===== config.mk =====
export PLATFORM = sky130hd
export DESIGN_NAME = ddsc_mode_clk_cfg
export DESIGN_NICKNAME = d
export VERILOG_FILES = /design/src/design/ddsc_pkg.sv /design/src/design/ddsc_mode_clk_cfg.sv /design/src/design/ddsc_delay_line.sv /design/src/design/ddsc_sync_gen.sv
export SDC_FILE = /design/constraint.sdc
export NUM_CORES = 1
export LEC_CHECK = 0
export BUFFER_PORTS_ARGS = -buffer_cell sky130_fd_sc_hd__buf_2
export CAP_MARGIN = 20
export CORE_MARGIN = 5
export CORE_UTILIZATION = 35
export CTS_BUF_LIST = sky130_fd_sc_hd__clkbuf_2
export DETAILED_ROUTE_END_ITERATION = 10
export GPL_ROUTABILITY_DRIVEN = 0
export GPL_TIMING_DRIVEN = 0
export RECOVER_POWER = 25
export SLEW_MARGIN = 20
export SYNTH_ARGS = -nofsm -noshare
export SYNTH_HDL_FRONTEND = slang
export SYNTH_HIERARCHICAL = 1
export SYNTH_SLANG_ARGS = --single-unit
export TNS_END_PERCENT = 30

===== constraint.sdc =====
create_clock -name clk_sys -period 3.7 [get_ports clk_sys]
set_input_delay 0.185 -clock clk_sys [delete_from_list [all_inputs] [get_ports clk_sys]]
set_output_delay 0.185 -clock clk_sys [all_outputs]
set_load 0.03 [all_outputs]

===== src/design/ddsc_pkg.sv =====
package ddsc_pkg;

    // Register addresses
    localparam logic [4:0] ADDR_CSEL  = 5'h00;
    localparam logic [4:0] ADDR_FR1   = 5'h01;
    localparam logic [4:0] ADDR_CFR   = 5'h03;
    localparam logic [4:0] ADDR_TUNE  = 5'h04;
    localparam logic [4:0] ADDR_PHASE = 5'h05;

    // Channel select fields
    localparam int          CSEL_EN0_BIT  = 6;
    localparam int          CSEL_EN1_BIT  = 7;
    localparam int          CSEL_MODE_LSB = 1;
    localparam logic [7:0]  CSEL_RST      = 8'hC0;

    // Function register one fields
    localparam int          FR1_VCO_BIT      = 23;
    localparam int          FR1_MULT_LSB     = 18;
    localparam int          FR1_CP_LSB       = 16;
    localparam int          FR1_SYNC_DIS_BIT = 5;
    localparam logic [23:0] FR1_RST          = 24'h000000;

    // Channel function fields
    localparam int          CFR_AFP_LSB   = 22;
    localparam int          CFR_SWEEP_BIT = 14;
    localparam int          CFR_DAC_LSB   = 8;
    localparam int          CFR_MATCH_BIT = 5;
    localparam logic [23:0] CFR_RST       = 24'h000300;
    localparam logic [31:0] TUNE_RST      = 32'h00000000;
    localparam logic [15:0] PHASE_RST     = 16'h0000;

    // Multiplier limits
    localparam logic [4:0]  MULT_MIN = 5'h04;
    localparam logic [4:0]  MULT_MAX = 5'h14;
    localparam logic [4:0]  MULT_ONE = 5'h01;

    // Timing
    localparam int          SYS_CLK_MHZ  = 200;
    localparam int          PLL_LOCK_US  = 1000;
    localparam int          PLL_LOCK_CYC = PLL_LOCK_US * SYS_CLK_MHZ;
    localparam int          SYNC_DIV     = 4;
    localparam int          PIPE_DEPTH   = 4;
    localparam logic [1:0]  FREQ_TAP     = 2'h2;
    localparam logic [1:0]  PHASE_TAP    = 2'h0;
    localparam logic [5:0]  INSTR_BITS   = 6'h08;

    // Pin sample positions
    localparam int PIN_CS   = 0;
    localparam int PIN_SCLK = 1;
    localparam int PIN_SDI  = 2;
    localparam int PIN_UPD  = 3;
    localparam int PIN_CMS  = 4;

    typedef enum logic [1:0] {
        SP_INSTR = 2'b00,
        SP_DATA  = 2'b01,
        SP_SKIP  = 2'b10
    } ddsc_spi_e;

    typedef struct packed {
        logic [23:0] channel_function_reg;
        logic [31:0] tune;
        logic [15:0] phase;
    } ddsc_chan_s;

    typedef struct packed {
        logic       pll_en;
        logic [4:0] mult;
        logic       vco_high;
        logic [1:0] cp_sel;
        logic       xtal_en;
        logic       sync_en;
        logic       pll_locked;
    } ddsc_clk_s;

    localparam ddsc_chan_s CHAN_RST = '{channel_function_reg: CFR_RST, tune: TUNE_RST, phase: PHASE_RST};

    function automatic logic [2:0] reg_bytes(input logic [4:0] a);
        case (a)
            ADDR_CSEL:  reg_bytes = 3'h1;
            ADDR_FR1:   reg_bytes = 3'h3;
            ADDR_CFR:   reg_bytes = 3'h3;
            ADDR_TUNE:  reg_bytes = 3'h4;
            ADDR_PHASE: reg_bytes = 3'h2;
            default:    reg_bytes = 3'h0;
        endcase
    endfunction

    function automatic logic mult_valid(input logic [4:0] m);
        mult_valid = (m >= MULT_MIN) && (m <= MULT_MAX);
    endfunction

endpackage


===== src/design/ddsc_mode_clk_cfg.sv =====
// Notes on behaviour
// - Reset leaves both channels single-tone
// - Shared tuning/phase address, enabled channels only
// - Channel enables act on select byte write
// - Both channel enables set at reset
// - Reset: single-bit serial, words cleared
// - New words drive outputs after commit
// - Matched bit equalises latency, single-tone only
// - Multiplier field is bits 22:18, reg one
// - Multiplier 4..20 enables PLL times value
// - Otherwise bypass, factor one
// - VCO gain bit resets to low range
// - Charge pump resets to 75 uA
// - Mode pin high: crystal; low: buffer
// - Bits 9:8 scale each DAC current
// - Sweep bit 14 set ends single-tone on that channel
// - Commit on strobe rise at sync tick
// - Sync clock is quarter rate, can stop
`timescale 1ns/1ps
module ddsc_mode_clk_cfg #(
    parameter int unsigned LOCK_CYC = ddsc_pkg::PLL_LOCK_CYC
) (
    // Clock and reset
    input  wire logic              clk_sys,
    input  wire logic              nrst,
    // Serial port pins
    input  wire logic              spi_cs_n,
    input  wire logic              spi_sclk,
    input  wire logic              spi_sdio0_i,
    output logic                   spi_sdio0_o,
    output logic                   spi_sdio0_oe,
    // Strobe and clock pins
    input  wire logic              io_update,
    input  wire logic              clk_mode_sel,
    output logic                   sync_clk,
    // Channel outputs
    output logic [1:0][31:0]       tuning_word_out,
    output logic [1:0][15:0]       phase_offset_word_out,
    output logic [1:0][1:0]        dac_scale,
    output logic [1:0]             single_tone,
    output logic [1:0]             matched_delay,
    // Configuration outputs
    output logic [1:0]             serial_mode,
    output ddsc_pkg::ddsc_clk_s    clk_cfg
);
    typedef struct packed {
        logic [4:0]                     meta;
        logic [4:0]                     pins;
        logic                           sclk_prev;
        ddsc_pkg::ddsc_spi_e            st;
        logic [5:0]                     bits;
        logic                           rd;
        logic [4:0]                     addr;
        logic [31:0]                    sr;
        logic [31:0]                    rdsr;
        logic                           sdo;
        logic                           sdo_oe;
        logic [7:0]                     csel;
        logic [23:0]                    fr1_buf;
        logic [23:0]                    fr1_act;
        ddsc_pkg::ddsc_chan_s [1:0]     stage;
        ddsc_pkg::ddsc_chan_s [1:0]     act;
        logic [1:0]                     tone;
        logic [1:0]                     match;
        logic [1:0][1:0]                dac;
        ddsc_pkg::ddsc_clk_s            clk;
        logic [17:0]                    lock_cnt;
    } ddsc_core_s;

    function automatic ddsc_core_s core_rst();
        ddsc_core_s r;
        r = '0;
        r.meta[ddsc_pkg::PIN_CS] = 1'b1;
        r.pins[ddsc_pkg::PIN_CS] = 1'b1;
        r.st       = ddsc_pkg::SP_INSTR;
        r.bits     = ddsc_pkg::INSTR_BITS;
        r.csel     = ddsc_pkg::CSEL_RST;
        r.fr1_buf  = ddsc_pkg::FR1_RST;
        r.fr1_act  = ddsc_pkg::FR1_RST;
        r.stage    = {ddsc_pkg::CHAN_RST, ddsc_pkg::CHAN_RST};
        r.act      = {ddsc_pkg::CHAN_RST, ddsc_pkg::CHAN_RST};
        r.tone     = 2'h3;
        r.dac[0]   = ddsc_pkg::CFR_RST[ddsc_pkg::CFR_DAC_LSB +: 2];
        r.dac[1]   = ddsc_pkg::CFR_RST[ddsc_pkg::CFR_DAC_LSB +: 2];
        r.clk.mult = ddsc_pkg::MULT_ONE;
        r.clk.sync_en    = 1'b1;
        r.clk.pll_locked = 1'b1;
        return r;
    endfunction

    localparam ddsc_core_s  CORE_RST = core_rst();
    localparam logic [17:0] LOCK18   = 18'(LOCK_CYC);

    ddsc_core_s  q;
    ddsc_core_s  d;
    logic        commit;
    logic        sclk_rise;
    logic        sclk_fall;
    logic        wr_en;
    logic        chp;
    logic [31:0] shin;
    logic [31:0] rdval;
    logic [4:0]  mfield;
    logic [1:0]  phase_tap [2];

    // Sync clock and commit sampling
    ddsc_sync_gen u_sync (
        .clk_sys  (clk_sys),
        .nrst     (nrst),
        .sync_en  (q.clk.sync_en),
        .upd_lvl  (q.pins[ddsc_pkg::PIN_UPD]),
        .sync_clk (sync_clk),
        .commit   (commit)
    );

    always_comb begin
        d = q;
        wr_en = 1'b0;
        // Pin synchronisers
        d.meta      = {clk_mode_sel, io_update, spi_sdio0_i, spi_sclk, spi_cs_n};
        d.pins      = q.meta;
        d.sclk_prev = q.pins[ddsc_pkg::PIN_SCLK];
        sclk_rise   = q.pins[ddsc_pkg::PIN_SCLK] & ~q.sclk_prev;
        sclk_fall   = ~q.pins[ddsc_pkg::PIN_SCLK] & q.sclk_prev;
        shin        = {q.sr[30:0], q.pins[ddsc_pkg::PIN_SDI]};
        chp         = ~q.csel[ddsc_pkg::CSEL_EN0_BIT];
        // Read word, left aligned
        case (shin[4:0])
            ddsc_pkg::ADDR_CSEL:  rdval = {q.csel, 24'h000000};
            ddsc_pkg::ADDR_FR1:   rdval = {q.fr1_buf, 8'h00};
            ddsc_pkg::ADDR_CFR:   rdval = {q.stage[chp].channel_function_reg, 8'h00};
            ddsc_pkg::ADDR_TUNE:  rdval = q.stage[chp].tune;
            ddsc_pkg::ADDR_PHASE: rdval = {q.stage[chp].phase, 16'h0000};
            default:              rdval = 32'h00000000;
        endcase
        // Serial port, single-bit mode
        if (q.pins[ddsc_pkg::PIN_CS]) begin
            d.st     = ddsc_pkg::SP_INSTR;
            d.bits   = ddsc_pkg::INSTR_BITS;
            d.sdo_oe = 1'b0;
        end else begin
            if (sclk_rise) begin
                d.sr   = shin;
                d.bits = q.bits - 6'h01;
                if (q.bits == 6'h01) begin
                    d.st   = ddsc_pkg::SP_INSTR;
                    d.bits = ddsc_pkg::INSTR_BITS;
                    case (q.st)
                        ddsc_pkg::SP_INSTR: begin
                            d.rd   = shin[7];
                            d.addr = shin[4:0];
                            d.rdsr = rdval;
                            if (ddsc_pkg::reg_bytes(shin[4:0]) == 3'h0) begin
                                d.st = ddsc_pkg::SP_SKIP;
                            end else begin
                                d.st   = ddsc_pkg::SP_DATA;
                                d.bits = {ddsc_pkg::reg_bytes(shin[4:0]), 3'b000};
                            end
                        end
                        ddsc_pkg::SP_DATA: begin
                            wr_en = ~q.rd;
                        end
                        default: begin
                            d.st = ddsc_pkg::SP_INSTR;
                        end
                    endcase
                end
            end
            if (sclk_fall && q.st == ddsc_pkg::SP_DATA && q.rd) begin
                d.sdo    = q.rdsr[31];
                d.rdsr   = {q.rdsr[30:0], 1'b0};
                d.sdo_oe = 1'b1;
            end
            if (q.st != ddsc_pkg::SP_DATA) begin
                d.sdo_oe = 1'b0;
            end
        end
        // Register writes
        if (wr_en) begin
            case (q.addr)
                ddsc_pkg::ADDR_CSEL: begin
                    d.csel = shin[7:0];
                end
                ddsc_pkg::ADDR_FR1: begin
                    d.fr1_buf = shin[23:0];
                end
                ddsc_pkg::ADDR_CFR: begin
                    for (int ch = 0; ch < 2; ch++) begin
                        if (q.csel[ddsc_pkg::CSEL_EN0_BIT + ch]) begin
                            d.stage[ch].channel_function_reg = shin[23:0];
                        end
                    end
                end
                ddsc_pkg::ADDR_TUNE: begin
                    for (int ch = 0; ch < 2; ch++) begin
                        if (q.csel[ddsc_pkg::CSEL_EN0_BIT + ch]) begin
                            d.stage[ch].tune = shin;
                        end
                    end
                end
                ddsc_pkg::ADDR_PHASE: begin
                    for (int ch = 0; ch < 2; ch++) begin
                        if (q.csel[ddsc_pkg::CSEL_EN0_BIT + ch]) begin
                            d.stage[ch].phase = shin[15:0];
                        end
                    end
                end
                default: begin
                    d.csel = q.csel;
                end
            endcase
        end
        // Commit staged words
        if (commit) begin
            d.act     = q.stage;
            d.fr1_act = q.fr1_buf;
        end
        // Channel modes
        for (int ch = 0; ch < 2; ch++) begin
            d.tone[ch]  = (q.act[ch].channel_function_reg[ddsc_pkg::CFR_AFP_LSB +: 2] == 2'h0)
                        & ~q.act[ch].channel_function_reg[ddsc_pkg::CFR_SWEEP_BIT];
            d.match[ch] = q.act[ch].channel_function_reg[ddsc_pkg::CFR_MATCH_BIT] & d.tone[ch];
            d.dac[ch]   = q.act[ch].channel_function_reg[ddsc_pkg::CFR_DAC_LSB +: 2];
        end
        // Clock configuration
        mfield           = q.fr1_act[ddsc_pkg::FR1_MULT_LSB +: 5];
        d.clk.pll_en     = ddsc_pkg::mult_valid(mfield);
        d.clk.mult       = d.clk.pll_en ? mfield : ddsc_pkg::MULT_ONE;
        d.clk.vco_high   = q.fr1_act[ddsc_pkg::FR1_VCO_BIT];
        d.clk.cp_sel     = q.fr1_act[ddsc_pkg::FR1_CP_LSB +: 2];
        d.clk.xtal_en    = q.pins[ddsc_pkg::PIN_CMS];
        d.clk.sync_en    = ~q.fr1_act[ddsc_pkg::FR1_SYNC_DIS_BIT];
        if (d.clk.pll_en != q.clk.pll_en || d.clk.mult != q.clk.mult) begin
            d.lock_cnt = 18'h00000;
        end else if (q.lock_cnt != LOCK18) begin
            d.lock_cnt = q.lock_cnt + 18'h00001;
        end
        d.clk.pll_locked = ~d.clk.pll_en | (d.lock_cnt == LOCK18);
    end

    always_ff @(posedge clk_sys or negedge nrst) begin
        if (!nrst) begin
            q <= CORE_RST;
        end else begin
            q <= d;
        end
    end

    // Output pipelines
    for (genvar ch = 0; ch < 2; ch++) begin : g_chan
        assign phase_tap[ch] = q.match[ch] ? ddsc_pkg::FREQ_TAP : ddsc_pkg::PHASE_TAP;

        ddsc_delay_line #(.W(32)) u_tune (
            .clk_sys (clk_sys),
            .nrst    (nrst),
            .din     (q.act[ch].tune),
            .tap     (ddsc_pkg::FREQ_TAP),
            .dout    (tuning_word_out[ch])
        );

        ddsc_delay_line #(.W(16)) u_phase (
            .clk_sys (clk_sys),
            .nrst    (nrst),
            .din     (q.act[ch].phase),
            .tap     (phase_tap[ch]),
            .dout    (phase_offset_word_out[ch])
        );
    end

    assign spi_sdio0_o   = q.sdo;
    assign spi_sdio0_oe  = q.sdo_oe;
    assign dac_scale     = q.dac;
    assign single_tone   = q.tone;
    assign matched_delay = q.match;
    assign serial_mode   = q.csel[ddsc_pkg::CSEL_MODE_LSB +: 2];
    assign clk_cfg       = q.clk;
endmodule // ddsc_mode_clk_cfg


===== src/design/ddsc_delay_line.sv =====
`timescale 1ns/1ps
module ddsc_delay_line #(
    parameter int W = 32
) (
    // Clock and reset
    input  wire logic         clk_sys,
    input  wire logic         nrst,
    // Data
    input  wire logic [W-1:0] din,
    input  wire logic [1:0]   tap,
    output logic      [W-1:0] dout
);
    typedef struct packed {
        logic [ddsc_pkg::PIPE_DEPTH-1:0][W-1:0] sh;
        logic [W-1:0]                           q;
    } ddsc_dl_s;

    ddsc_dl_s q;
    ddsc_dl_s d;

    always_comb begin
        d = q;
        d.sh = {q.sh[ddsc_pkg::PIPE_DEPTH-2:0], din};
        d.q  = q.sh[tap];
    end

    always_ff @(posedge clk_sys or negedge nrst) begin
        if (!nrst) begin
            q <= '0;
        end else begin
            q <= d;
        end
    end

    assign dout = q.q;

endmodule // ddsc_delay_line


===== src/design/ddsc_sync_gen.sv =====
`timescale 1ns/1ps
module ddsc_sync_gen (
    // Clock and reset
    input  wire logic clk_sys,
    input  wire logic nrst,
    // Control
    input  wire logic sync_en,
    input  wire logic upd_lvl,
    // Outputs
    output logic      sync_clk,
    output logic      commit
);
    typedef struct packed {
        logic [1:0] cnt;
        logic       sclk;
        logic       tick;
        logic       upd_prev;
        logic       commit;
    } ddsc_sg_s;

    ddsc_sg_s q;
    ddsc_sg_s d;

    always_comb begin
        d = q;
        d.cnt    = q.cnt + 2'h1;
        d.sclk   = sync_en & d.cnt[1];
        d.tick   = (q.cnt == 2'(ddsc_pkg::SYNC_DIV - 1));
        d.commit = 1'b0;
        if (q.tick) begin
            d.upd_prev = upd_lvl;
            d.commit   = upd_lvl & ~q.upd_prev;
        end
    end

    always_ff @(posedge clk_sys or negedge nrst) begin
        if (!nrst) begin
            q <= '0;
        end else begin
            q <= d;
        end
    end

    assign sync_clk = q.sclk;
    assign commit   = q.commit;
endmodule // ddsc_sync_gen


# After elaboration in Yosys (flattened, before gate mapping)
# Index checks and enable logic that the tools add are counted.
[classes]
addsub = 3
n_lt_le_gt_ge = 5
eq_ne = 16
n_mux = 34
bitwise_logic = 19
reduce_logical = 30
[op_table]
columns = ["op", "count"]
rows = [
  ["32-bit one-hot mux with 5 select lines", 1],
  ["72-bit two-way mux", 2],
  ["78-bit two-way mux", 1],
  ["16-bit binary-select mux with 2-bit select", 2],
  ["32-bit two-way mux", 2],
  ["18-bit two-way mux", 2],
  ["34-bit two-way mux", 1],
  ["16-bit two-way mux", 2],
  ["5-bit by 3-bit == test with 1-bit output (second input constant)", 4],
  ["18-bit by 1-bit adder with 18-bit output (second input constant)", 1],
  ["18-bit == test (second input constant)", 1],
  ["18-bit inequality test (second input constant)", 1],
  ["3-bit AND reduction", 6],
  ["14-bit two-way mux", 1],
  ["12-bit two-way mux", 1],
  ["3-bit two-way mux", 4],
  ["3-bit one-hot mux with 4 select lines", 1],
  ["5-bit by 1-bit == test with 1-bit output (second input constant)", 2],
  ["5-bit by 2-bit == test with 1-bit output (second input constant)", 2],
  ["5-bit zero test", 2],
  ["1-bit NOT", 10],
  ["2-bit AND reduction", 5],
  ["2-bit nonzero test", 5],
  ["1-bit AND", 8],
  ["25 further kinds", 40],
]
[totals]
register_bits = 895
elab_cells = 168

# Longest topological paths before layout
# Gate-level depths: netlist of run 1.
[depth]
ltp_word = 15
ltp_mapped = 9
ltp_nobuf = 8

# Modules after synthesis
# The synthesis of run 1 kept the hierarchy.
[modules_own_cells]
columns = ["mod", "n_inst", "cells_per_inst", "area_each_um2", "seq_area_each_um2"]
rows = [
  ["ddsc_mode_clk_cfg", 1, 1306, 18054.8, 10562.6],
  ["ddsc_delay_line at g_chan[0].u_tune ...", 2, 231, 5058.6, 4003.8],
  ["ddsc_delay_line at g_chan[0].u_phase ...", 2, 116, 2546.2, 2001.9],
  ["ddsc_sync_gen", 1, 11, 197.7, 150.1],
]

# Worst setup path before layout of run 1
# Ideal clock, no wire load.
[synth_timing]
kind = "reg-to-reg"
from = "register q[455] (netlist name)"
to = "register q[199] (netlist name)"
setup_ns = 0.125
arrival_ns = 1.969
slack_ns = 1.606
stages_incl_launch_ff = 9
cell_sequence = "dfrtp_1 > inv_1 > ha_1 > nand3_1 > nor4_1 > nand3_1 > nor3b_4 > buf_6 > mux2_2"

==> flow_summary_export.csv, run 1 <==
group,metric,value,unit
clock_tree,clkLatencyLatePin,1.43,ns
pwr,power.ir.vdd_worst,0.266,mV
logic_synthesis,synth_cell_type_count,69,
pwr,switching_power,4.77,mW
setup_path,worst_r2r_endpoint,"q[384]$_DFFE_PN0P_",
logic_synthesis,yosys.area_share.simple,3.48,%
setup_path,r2r_start,"q[462]$_DFF_PN0_",
sta,hold_ws,0.288,ns
global_routing,track_usage,14.7,%
logic_synthesis,synth_async_sr_flop_share,100,%
setup_path,cpMostUsedCell,"nand3_1",
sta,fmaxAchievable,355,MHz
pwr,power.static_leakage,19.4,nW
global_routing,grt_start_max_net_pins,137,
setup_path,setup.worst_path.start_class,"flop",
clock_tree,clock-root-buffer,"clkbuf_2",
floorplan,die-area,0.102,mm²
finish,finalNetCount,2414,
placed_design,post_dp_cell_area,0.0359,mm²
sta,totalNegativeSetupSlack,0,ns
pwr,internal_power,12.8,mW
finish,layout-area-overhead-vs-synth,14.1,%
logic_synthesis,synth_top_family_by_area,"multiplexers",
setup_path,worst_setup_path_end_kind,"flop",
logic_synthesis,synth-seq-area-share,67.9,%
setup_path,setup.worst_path.class,"reg -> reg",
sta,setup_violations,0,
logic_synthesis,ys_top_cells_by_area,"dfrtp_1 (66%), mux2_2 (11%), mux4_2 (6.4%)",
worst_hold_path,hp-class,"reg -> reg",
placed_design,place.detailed.instances,3422,
detailed_routing,first_pass_iters,5,
setup_path,cp-startpoint,"q[462]$_DFF_PN0_",
setup_path,critical_path_peak_fanout,10,
logic_synthesis,netlist.top_cell.by_area,"dfrtp_1",
clock_tree,cts_htree_levels,4,
logic_synthesis,synthAdderAreaFrac,0.187,%
setup_path,worst-r2r-setup-slack,0.88,ns
floorplan,floorplan.initialDensity,35.2,%
finish,final_layout_size_suffix_gt1_share,43.5,%
finish,final_common_cell,"dfrtp_1",
logic_synthesis,post_synth_mux_area_share,20.3,%
pwr,pwr_density_cell,459,mW/mm²
setup_path,critical_path.slowest_cell,"clkbuf_1",
placed_design,dp_hpwl,50100,µm
detailed_routing,routed_wl,74200,µm
logic_synthesis,synthDominantCellAreaShare,66.2,%
detailed_routing,post_drt_wl_per_cell,19.3,µm
placed_design,buffer_ports.inserted,127,
sta,tightest_slew,1.04,ns
global_routing,total_overflow_reported_by_the_global_router,0,
clock_tree,cts_tree,"built",
pwr,combinationalPowerShare,5.0,%
global_routing,grt_pass1_vias,20200,
sta,report.final.slew_viol_count,0,
finish,mostFrequentLayoutCells,"dfrtp_1 (885), clkbuf_2 (327), mux2_2 (320)",
finish,fin_area,0.0382,mm²
logic_synthesis,netlist_instances,2011,
floorplan,rows,113,
setup_path,worstPathRequired,4.96,ns
detailed_routing,avgViaCountPerCell,4.75,
pwr,power.switching_fraction,27.2,%
global_routing,number_of_antenna_violations_at_the_first_check_in_global_routing,4,
floorplan,boundary_pins,128,
detailed_routing,vias,18300,
logic_synthesis,mappedNetlistArea,0.0335,mm²
status,run_status,"finished, final reports clean",
logic_synthesis,synthFlopType,"dfrtp_1",
pwr,clock_network_power_share,37.4,%
sta,setup_ws,0.884,ns
finish,post_layout_nonfiller_instances,3848,
logic_synthesis,synth_area_in_compound_gates,2.88,%
setup_path,crit_path_end,"q[384]$_DFFE_PN0P_",
pwr,pwr-share-seq,57.7,%
logic_synthesis,yosysWarnings,6,
setup_path,crit_chain,"nand2b_1, nor2_1, nand3_1, o31ai_2, clkbuf_1, nand3_1, o21ai_0",
detailed_routing,post-route-drc-count,0,
setup_path,worst_stage_delay_on_the_critical_path,0.57,ns
sta,grt_setup_unrepaired,"false",
clock_tree,path_clk_slew,0.10,ns
sta,finalClockSkew,0.107,ns
sta,fin_crit,2.82,ns
placed_design,place_worst_setup_slack,0.945,ns
floorplan,dieHeight,319,µm
floorplan,die_width,319,µm
setup_path,reg2regPathDepth,7,
sta,hold_viol_final,0,
setup_path,critical_path_arrival,4.07,ns
logic_synthesis,synth-xor-area-share,0.550,%
logic_synthesis,syn_area_per_cell,16.6,µm²
clock_tree,post_cts.resized_instances,0,
detailed_routing,final_antenna_net_count,0,
global_routing,global_route_wire_length_before_repair,118000,µm
clock_tree,cts_buffers,224,
sta,slew_headroom,30.4,%
sta,crit_share_post_route,76.1,%
clock_tree,cts-root-to-sink-buffers,3,
floorplan,core_area,0.0950,mm²
clock_tree,clkSinkCount,907,
job,cap_viol_max_count,0,
logic_synthesis,synth-edff-count,0,
detailed_routing,detail_route.iter0.violations,1247,
logic_synthesis,ys_ff_latch,907,
[how the worst min path moves through the flow]
stage	endpoint	slack [ns]	cells after the start	from
final	g_chan[0].u_tune/d[142]$_DFF_PN0_	0.29	0	g_chan[0].u_tune/d[110]$_DFF_PN0_
after global routing	g_chan[0].u_tune/d[107]$_DFF_PN0_	0.24	0	g_chan[0].u_tune/d[75]$_DFF_PN0_
after CTS	g_chan[1].u_phase/d[73]$_DFF_PN0_	0.24	5	nrst
after detailed placement	g_chan[1].u_phase/dout[15]$_DFF_PN0_	0.19	1	nrst
after global placement	d[463]$_DFF_PN1_	0.30	1	spi_cs_n
after floorplan	clk_cfg[10]$_DFF_PN0_	-0.11	0	nrst
[cell families after synthesis]
group | count (synthesis)
other | 2
buffers and inverters | 228
AOI/OAI and AO/OA | 144
xor gates and xnor gates | 21
muxes | 483
DFF | 907
adders and majority gates | 5
and+or+nand+nor | 221
[cell usage after synthesis, types with 9 or more instances]
cell type and n:
a22oi_1 30, mux4_1 16, nor2_1 80, buf_2 27
xor2_1 10, nor3_1 17, a21oi_1 54, inv_1 10
nand2_1 37, mux2_4 21, dfrtp_1 885, mux2i_1 25
dfstp_2 22, nand3_1 17, xnor2_1 11, buf_4 122
clkbuf_1 45, buf_6 11, o21ai_0 9, mux2_2 320
mux4_2 95
[registers in the layout, summed over array words and instances (netlist names)]
register and cells:
g_chan.u_tune/dout 64, d 14, serial_mode 2, matched_delay 2, spi_sdio0_o 1, clk_cfg 12, single_tone 2, spi_sdio0_oe 1
mfield 5, q 378, g_chan.u_phase/dout 32, dac_scale 4, g_chan.u_phase/d 96, u_sync/commit 1, g_chan.u_tune/d 192, u_sync/q 4
g_chan.u_tune/q 64, u_sync/sync_clk 1, g_chan.u_phase/q 32
[critical path, delay by kind of cell, from the launching register on]
kind	cells	cell delay (ns)
compound gates	2	0.53
buf+inv	1	0.57
simple gates	4	1.23
flops	1	0.40
[area by class of cell]
cell class / instances / area, µm²
Antenna cell: 2 / 5.00
Buffer: 218 / 1520
Clock buffer: 326 / 1630
Clock inverter: 79 / 423
Fill cell: 8808 / 56800
Inverter: 10 / 37.5
Multi-Input combinational cell: 888 / 9230
Sequential cell: 907 / 22700
Tap cell: 1265 / 1580
Timing Repair Buffer: 153 / 1030
[power groups by stage]
| stage | Combinational [mW] | Sequential [mW] | Clock (mW) |
|---|---|---|---|
| after floorplan | 0.402 | 10.3 | 0 |
| after global placement | 0.804 | 10.3 | 0 |
| after detailed placement | 0.853 | 10.3 | 0 |
| after CTS | 0.874 | 10.1 | 6.93 |
| after global routing | 0.961 | 10.1 | 7.48 |
| final | 0.871 | 10.1 | 6.55 |
[stage by stage]
stage / power, mW / utilization (%)
6_report: 17.5 / 40.2
5_1_grt: 18.6 / 40.2
4_1_cts: 17.9 / 40.2
3_5_place_dp: 11.2 / 37.8
3_3_place_gp: 11.1 / 37.6
2_1_floorplan: 10.7 / -
[repair_timing]
item / in CTS / in global routing
endpoints found under the hold margin: 810 / 0
endpoints found under the setup margin: 0 / 0
hold buffers: 19 / 0
buffers inserted: 0 / 0
[per-layer routing]
metal	global-route usage, %	vias to the layer above	routed length [µm]
met4	5.97	2	2140
met5	0	-	13
met2	23.0	542	35400
met1	20.1	9588	32800
li1	-	8023	-
met3	3.39	134	3900
No activity file was read; power rests on OpenSTA's default activity.
==> inputs of run 2 (changes only) <==
- clock period: 3.7 -> 2.7 ns (I/O delays scaled with it)
==> flow_summary_export.csv, run 2 (synthesis gave the netlist of run 1 again) <==
group,metric,value,unit
sta,setup_violations,0,
floorplan,core_area,0.0950,mm²
detailed_routing,highest-signal-layer,"met5",
detailed_routing,avgViaCountPerCell,4.76,
global_routing,total_overflow_reported_by_the_global_router,0,
clock_tree,clkSinkCount,907,
floorplan,dieHeight,319,µm
setup_path,worst_setup_path_end_kind,"flop",
job,cap_viol_max_count,0,
detailed_routing,final_antenna_net_count,0,
detailed_routing,length_of_routed_met3_wiring,3950,µm
floorplan,rows,113,
pwr,pwr_density_cell,629,mW/mm²
detailed_routing,first_pass_iters,5,
sta,tightest_slew,1.03,ns
sta,slew_headroom,30.9,%
worst_hold_path,worstHoldPathCells,0,
setup_path,cp-startpoint,"q[455]$_DFFE_PN0P_",
global_routing,grt_pass1_vias,20100,
clock_tree,clock-root-buffer,"clkbuf_2",
worst_hold_path,hp-class,"reg -> reg",
finish,layout-area-overhead-vs-synth,14.2,%
global_routing,track_usage,14.7,%
sta,finalClockSkew,0.110,ns
pwr,power.static_leakage,19.5,nW
sta,fin_crit,2.65,ns
detailed_routing,routed_wl,74200,µm
setup_path,cpMostUsedCell,"nand3_1",
finish,mostFrequentLayoutCells,"dfrtp_1 (885), clkbuf_2 (332), mux2_2 (320)",
setup_path,worstPathRequired,3.92,ns
sta,grt_setup_unrepaired,"true",
placed_design,buffer_ports.inserted,127,
setup_path,setup.worst_path.start_class,"flop",
finish,post_layout_nonfiller_instances,3847,
setup_path,critical_path_arrival,3.87,ns
clock_tree,path_clk_slew,0.10,ns
pwr,power.ir.vdd_worst,0.367,mV
setup_path,worst_r2r_endpoint,"q[247]$_DFFE_PN0P_",
detailed_routing,post_drt_wl_per_cell,19.3,µm
detailed_routing,detailed_route_wire_length_on_metal_1,32700,µm
clock_tree,clkLatencyLatePin,1.44,ns
floorplan,die-area,0.102,mm²
global_routing,grt_start_max_net_pins,137,
detailed_routing,route.met2.wl,35300,µm
sta,crit_share_post_route,98.2,%
setup_path,cp.buffers_inverters,2,
floorplan,die_width,319,µm
setup_path,critical_path_peak_fanout,10,
finish,top_register,"q",
finish,finalNetCount,2414,
sta,report.final.slew_viol_count,0,
finish,nFillCells,8801,
placed_design,place.detailed.instances,3422,
global_routing,number_of_antenna_violations_at_the_first_check_in_global_routing,4,
setup_path,setup.worst_path.class,"reg -> reg",
clock_tree,cts_buffers,224,
setup_path,crit_chain,"inv_1, ha_1, nand3_1, nor4_1, nand3_1, nor2_2, buf_4, mux2_2",
finish,post-route-util,40.2,%
worst_hold_path,timing.hold.worst_endpoint,"g_chan[0].u_tune/d[142]$_DFF_PN0_",
clock_tree,cts_tree,"built",
finish,total_area_of_sequential_cells,0.0227,mm²
setup_path,worst_stage_delay_on_the_critical_path,0.41,ns
detailed_routing,detail_route.iter0.violations,1236,
clock_tree,cts-root-to-sink-buffers,3,
setup_path,reg2regPathDepth,8,
setup_path,critical_path.slowest_cell,"dfrtp_1",
clock_tree,cts_htree_levels,4,
detailed_routing,post-route-drc-count,0,
status,run_status,"finished, final reports clean",
floorplan,boundary_pins,128,
worst_hold_path,min-delay-start,"g_chan[0].u_tune/d[110]$_DFF_PN0_",
setup_path,worst_path_dominant_cell_family,"simple AND/OR/NAND/NOR gates",
finish,multiInputGateArea,0.00924,mm²
sta,fmaxAchievable,377,MHz
placed_design,dp_hpwl,50100,µm
finish,final_layout_size_suffix_gt1_share,43.8,%
finish,final_common_cell,"dfrtp_1",
sta,hold_viol_final,0,
global_routing,global_route_wire_length_before_repair,118000,µm
setup_path,worst-r2r-setup-slack,0.05,ns
detailed_routing,vias,18300,
setup_path,r2r_start,"q[455]$_DFFE_PN0P_",
finish,largest_reg_flops,378,
floorplan,floorplan.initialDensity,35.2,%
run 2: cell count changes in the layout (fill, tap and decap cells not counted), moves of 2 or more:
cell      delta
clkbuf_2     +5
clkbuf_1     -4
buf_1        -2
buf_12       +2
run 2: power breakdown:
group	switching (mW)	internal [mW]
logic	0.869	0.331
clock network	5.54	3.45
registers	0.150	13.7
run 2: repair_timing:
action / CTS / global route
pin swaps: 0 / 1
hold buffers: 18 / 0
endpoints found under the hold margin: 810 / 0
gates resized for setup: 1 / 9
setup buffers: 0 / 1
endpoints found under the setup margin: 9 / 70
run 2: worst max path at each step:
stage / endpoint / slack, ns / cells past startpoint
finish: q[247]$_DFFE_PN0P_ / 0.05 / 8
global route: q[247]$_DFFE_PN0P_ / -0.09 / 7
CTS: q[415]$_DFFE_PN0P_ / 0.008 / 7
detailed placement: q[384]$_DFFE_PN0P_ / -0.05 / 7
global placement: g_chan[1].u_tune/dout[2]$_DFF_PN0_ / -16.84 / 1
floorplan: q[199]$_DFFE_PN0P_ / 0.61 / 8
run 2: area by class of cell:
class	count	area share, %
clock inverter	79	1.11
tap	1265	4.14
multi-input combinational	888	24.2
inverter	10	0.0982
clock buffer	326	4.27
antenna	1	0.00655
sequential	907	59.5
buffer	218	4.00
timing repair buffer	153	2.73
run 2: per-layer routing:
layer | GRT usage (%) | vias to the layer above
met2 | 23.0 | 547
met1 | 20.1 | 9601
met5 | 0 | -
met4 | 5.97 | 2
met3 | 3.39 | 141
li1 | - | 8023
run 2: metrics by stage:
step                      area (µm²)  hold WS, ns  worst slack, ns  total power [mW]  setup TNS (ns)
final                          38200        0.281           0.0494              24.0               0
after global placement         35700        0.246           -16.84              15.2               -
after floorplan                33500       -0.161            0.606              14.6               0
after global routing           38200        0.237          -0.0925              25.5          -0.765
after detailed placement       35900        0.142          -0.0549              15.3          -0.219
after CTS                      38200        0.134          0.00766              24.5               0
==> inputs of run 3 (changes only) <==
- CELL_PAD_IN_SITES_DETAIL_PLACEMENT: unset -> 0
- CELL_PAD_IN_SITES_GLOBAL_PLACEMENT: unset -> 1
- PLACE_DENSITY_LB_ADDON: unset -> 0.1
==> flow_summary_export.csv, run 3 (synthesis gave the netlist of run 1 again) <==
group,metric,value,unit
clock_tree,clkLatencyLatePin,1.46,ns
clock_tree,clkSinkCount,907,
detailed_routing,routed_wl,79100,µm
job,cap_viol_max_count,0,
global_routing,grt_start_max_net_pins,140,
sta,grt_setup_unrepaired,"true",
worst_hold_path,hp-class,"reg -> reg",
finish,layout-area-overhead-vs-synth,14.6,%
clock_tree,cts_buffers,235,
status,run_status,"finished, final reports clean",
global_routing,track_usage,15.7,%
sta,fmaxAchievable,385,MHz
sta,setup_violations,0,
setup_path,critical_path.slowest_cell,"a222oi_1",
pwr,power.ir.vdd_worst,0.344,mV
setup_path,worst_r2r_endpoint,"q[400]$_DFFE_PN0P_",
placed_design,dp_hpwl,52000,µm
sta,report.final.slew_viol_count,0,
setup_path,worstPathRequired,3.95,ns
detailed_routing,post_drt_wl_per_cell,20.5,µm
setup_path,r2r_start,"q[380]$_DFFE_PN1P_",
global_routing,global_route_wire_length_before_repair,123000,µm
sta,slew_headroom,23.3,%
setup_path,worst-r2r-setup-slack,0.10,ns
global_routing,total_overflow_reported_by_the_global_router,0,
detailed_routing,final_antenna_net_count,0,
pwr,pwr_density_cell,634,mW/mm²
floorplan,floorplan.initialDensity,35.2,%
worst_hold_path,min-delay-start,"g_chan[1].u_tune/d[76]$_DFF_PN0_",
pwr,fin_total_pwr,24.3,mW
finish,largest_reg_flops,378,
clock_tree,cts-root-to-sink-buffers,3,
finish,finalNetCount,2430,
setup_path,reg2regPathDepth,7,
floorplan,boundary_pins,128,
finish,post-route-util,40.4,%
floorplan,dieHeight,319,µm
sta,fin_crit,2.60,ns
sta,setup_ws,0.105,ns
floorplan,die-area,0.102,mm²
clock_tree,cts_tree,"built",
detailed_routing,first_pass_iters,8,
setup_path,worst_stage_delay_on_the_critical_path,0.65,ns
sta,crit_share_post_route,96.1,%
detailed_routing,avgViaCountPerCell,4.69,
setup_path,setup.worst_path.class,"reg -> reg",
finish,final_layout_size_suffix_gt1_share,45.4,%
placed_design,place_worst_setup_slack,-0.290,ns
global_routing,number_of_antenna_violations_at_the_first_check_in_global_routing,4,
finish,mostFrequentLayoutCells,"dfrtp_1 (885), clkbuf_2 (371), mux2_2 (320)",
floorplan,rows,113,
detailed_routing,post-route-drc-count,0,
setup_path,setup.worst_path.start_class,"flop",
finish,top_register,"q",
setup_path,critical_path_peak_fanout,10,
setup_path,crit_chain,"buf_2, buf_4, mux2_2, a222oi_1, nor2_1, a21oi_1, a21oi_1",
floorplan,die_width,319,µm
sta,hold_ws,0.312,ns
clock_tree,path_clk_slew,0.10,ns
sta,finalClockSkew,0.133,ns
clock_tree,clock-root-buffer,"clkbuf_2",
global_routing,grt_pass1_vias,19800,
worst_hold_path,worstHoldPathCells,0,
finish,final_common_cell,"dfrtp_1",
worst_hold_path,timing.hold.worst_endpoint,"g_chan[1].u_tune/d[108]$_DFF_PN0_",
setup_path,cp.buffers_inverters,2,
setup_path,cpMostUsedCell,"a21oi_1",
detailed_routing,detail_route.iter0.violations,963,
detailed_routing,vias,18100,
placed_design,buffer_ports.inserted,127,
pwr,power.static_leakage,19.6,nW
setup_path,critical_path_arrival,3.84,ns
sta,tightest_slew,1.15,ns
setup_path,worst_setup_path_end_kind,"flop",
floorplan,core_area,0.0950,mm²
clock_tree,cts_htree_levels,4,
sta,hold_viol_final,0,
setup_path,worst_path_dominant_cell_family,"compound AO/OA/AOI/OAI gates",
[run 3: cell count changes in the layout (fill, tap and decap cells not counted), sizes merged]
| cell | previous run | this run |
|---|---|---|
| diode | 1 | 7 |
| inv | 20 | 17 |
| buf | 305 | 309 |
| clkinv | 67 | 30 |
| clkbuf | 374 | 412 |
| clkinvlp | 1 | 4 |
| clkdlybuf4s15 | 0 | 1 |
[run 3: layout make-up]
class | instances | area [µm²]
fillers | 9035 | 56600
flip-flops and latches | 907 | 22700
multi-input cells | 888 | 9270
clock buffers | 364 | 1820
well taps | 1265 | 1580
plain buffers | 218 | 1560
repair buffers | 158 | 1120
clock inverters | 42 | 225
inverters | 10 | 37.5
diodes | 7 | 17.5
[run 3: report_power, final]
part           internal (mW)  switching, mW  total (mW)  leakage (nW)
clock network           3.65           5.50        9.15          1.61
logic                  0.352          0.951        1.30          5.44
registers               13.7          0.159        13.9          12.5
[run 3: worst max-delay path by stage]
stage	startpoint	depth (start not counted)	slack [ns]	to
after floorplan	q[455]$_DFFE_PN0P_	8	0.61	q[199]$_DFFE_PN0P_
after global placement	nrst	1	-17.74	g_chan[0].u_tune/dout[4]$_DFF_PN0_
after detailed placement	q[462]$_DFF_PN0_	7	-0.29	q[384]$_DFFE_PN0P_
after CTS	clk_cfg[6]$_DFF_PN1_	2	-0.01	clk_cfg[6]
after global routing	q[380]$_DFFE_PN1P_	7	-0.001	q[403]$_DFFE_PN0P_
final	q[380]$_DFFE_PN1P_	7	0.10	q[400]$_DFFE_PN0P_
[run 3: timing repair]
item	4_1_cts	5_1_grt
hold buffers	19	0
pin swaps	1	4
gates cloned	0	1
gates resized for setup	18	17
hold endpoints to repair	773	0
buffers inserted	0	2
setup endpoints to repair	129	155
[run 3: per-stage QoR]
stage	cells	TNS [ns]	area [µm²]
5_1_grt	3853	-0.00112	38300
2_1_floorplan	2023	0	33500
6_report	3859	0	38400
3_5_place_dp	3423	-7.65	35900
4_1_cts	3848	-0.0245	38300
3_3_place_gp	3415	-	35700
[run 3: per-layer routing]
layer  wire length, µm  vias up  GRT usage (%)
met4              2160        0           5.78
li1                  -     8041              -
met1             37200     9471           22.2
met5                 0        -              0
met2             35600      444           23.3
met3              4140      155           4.26
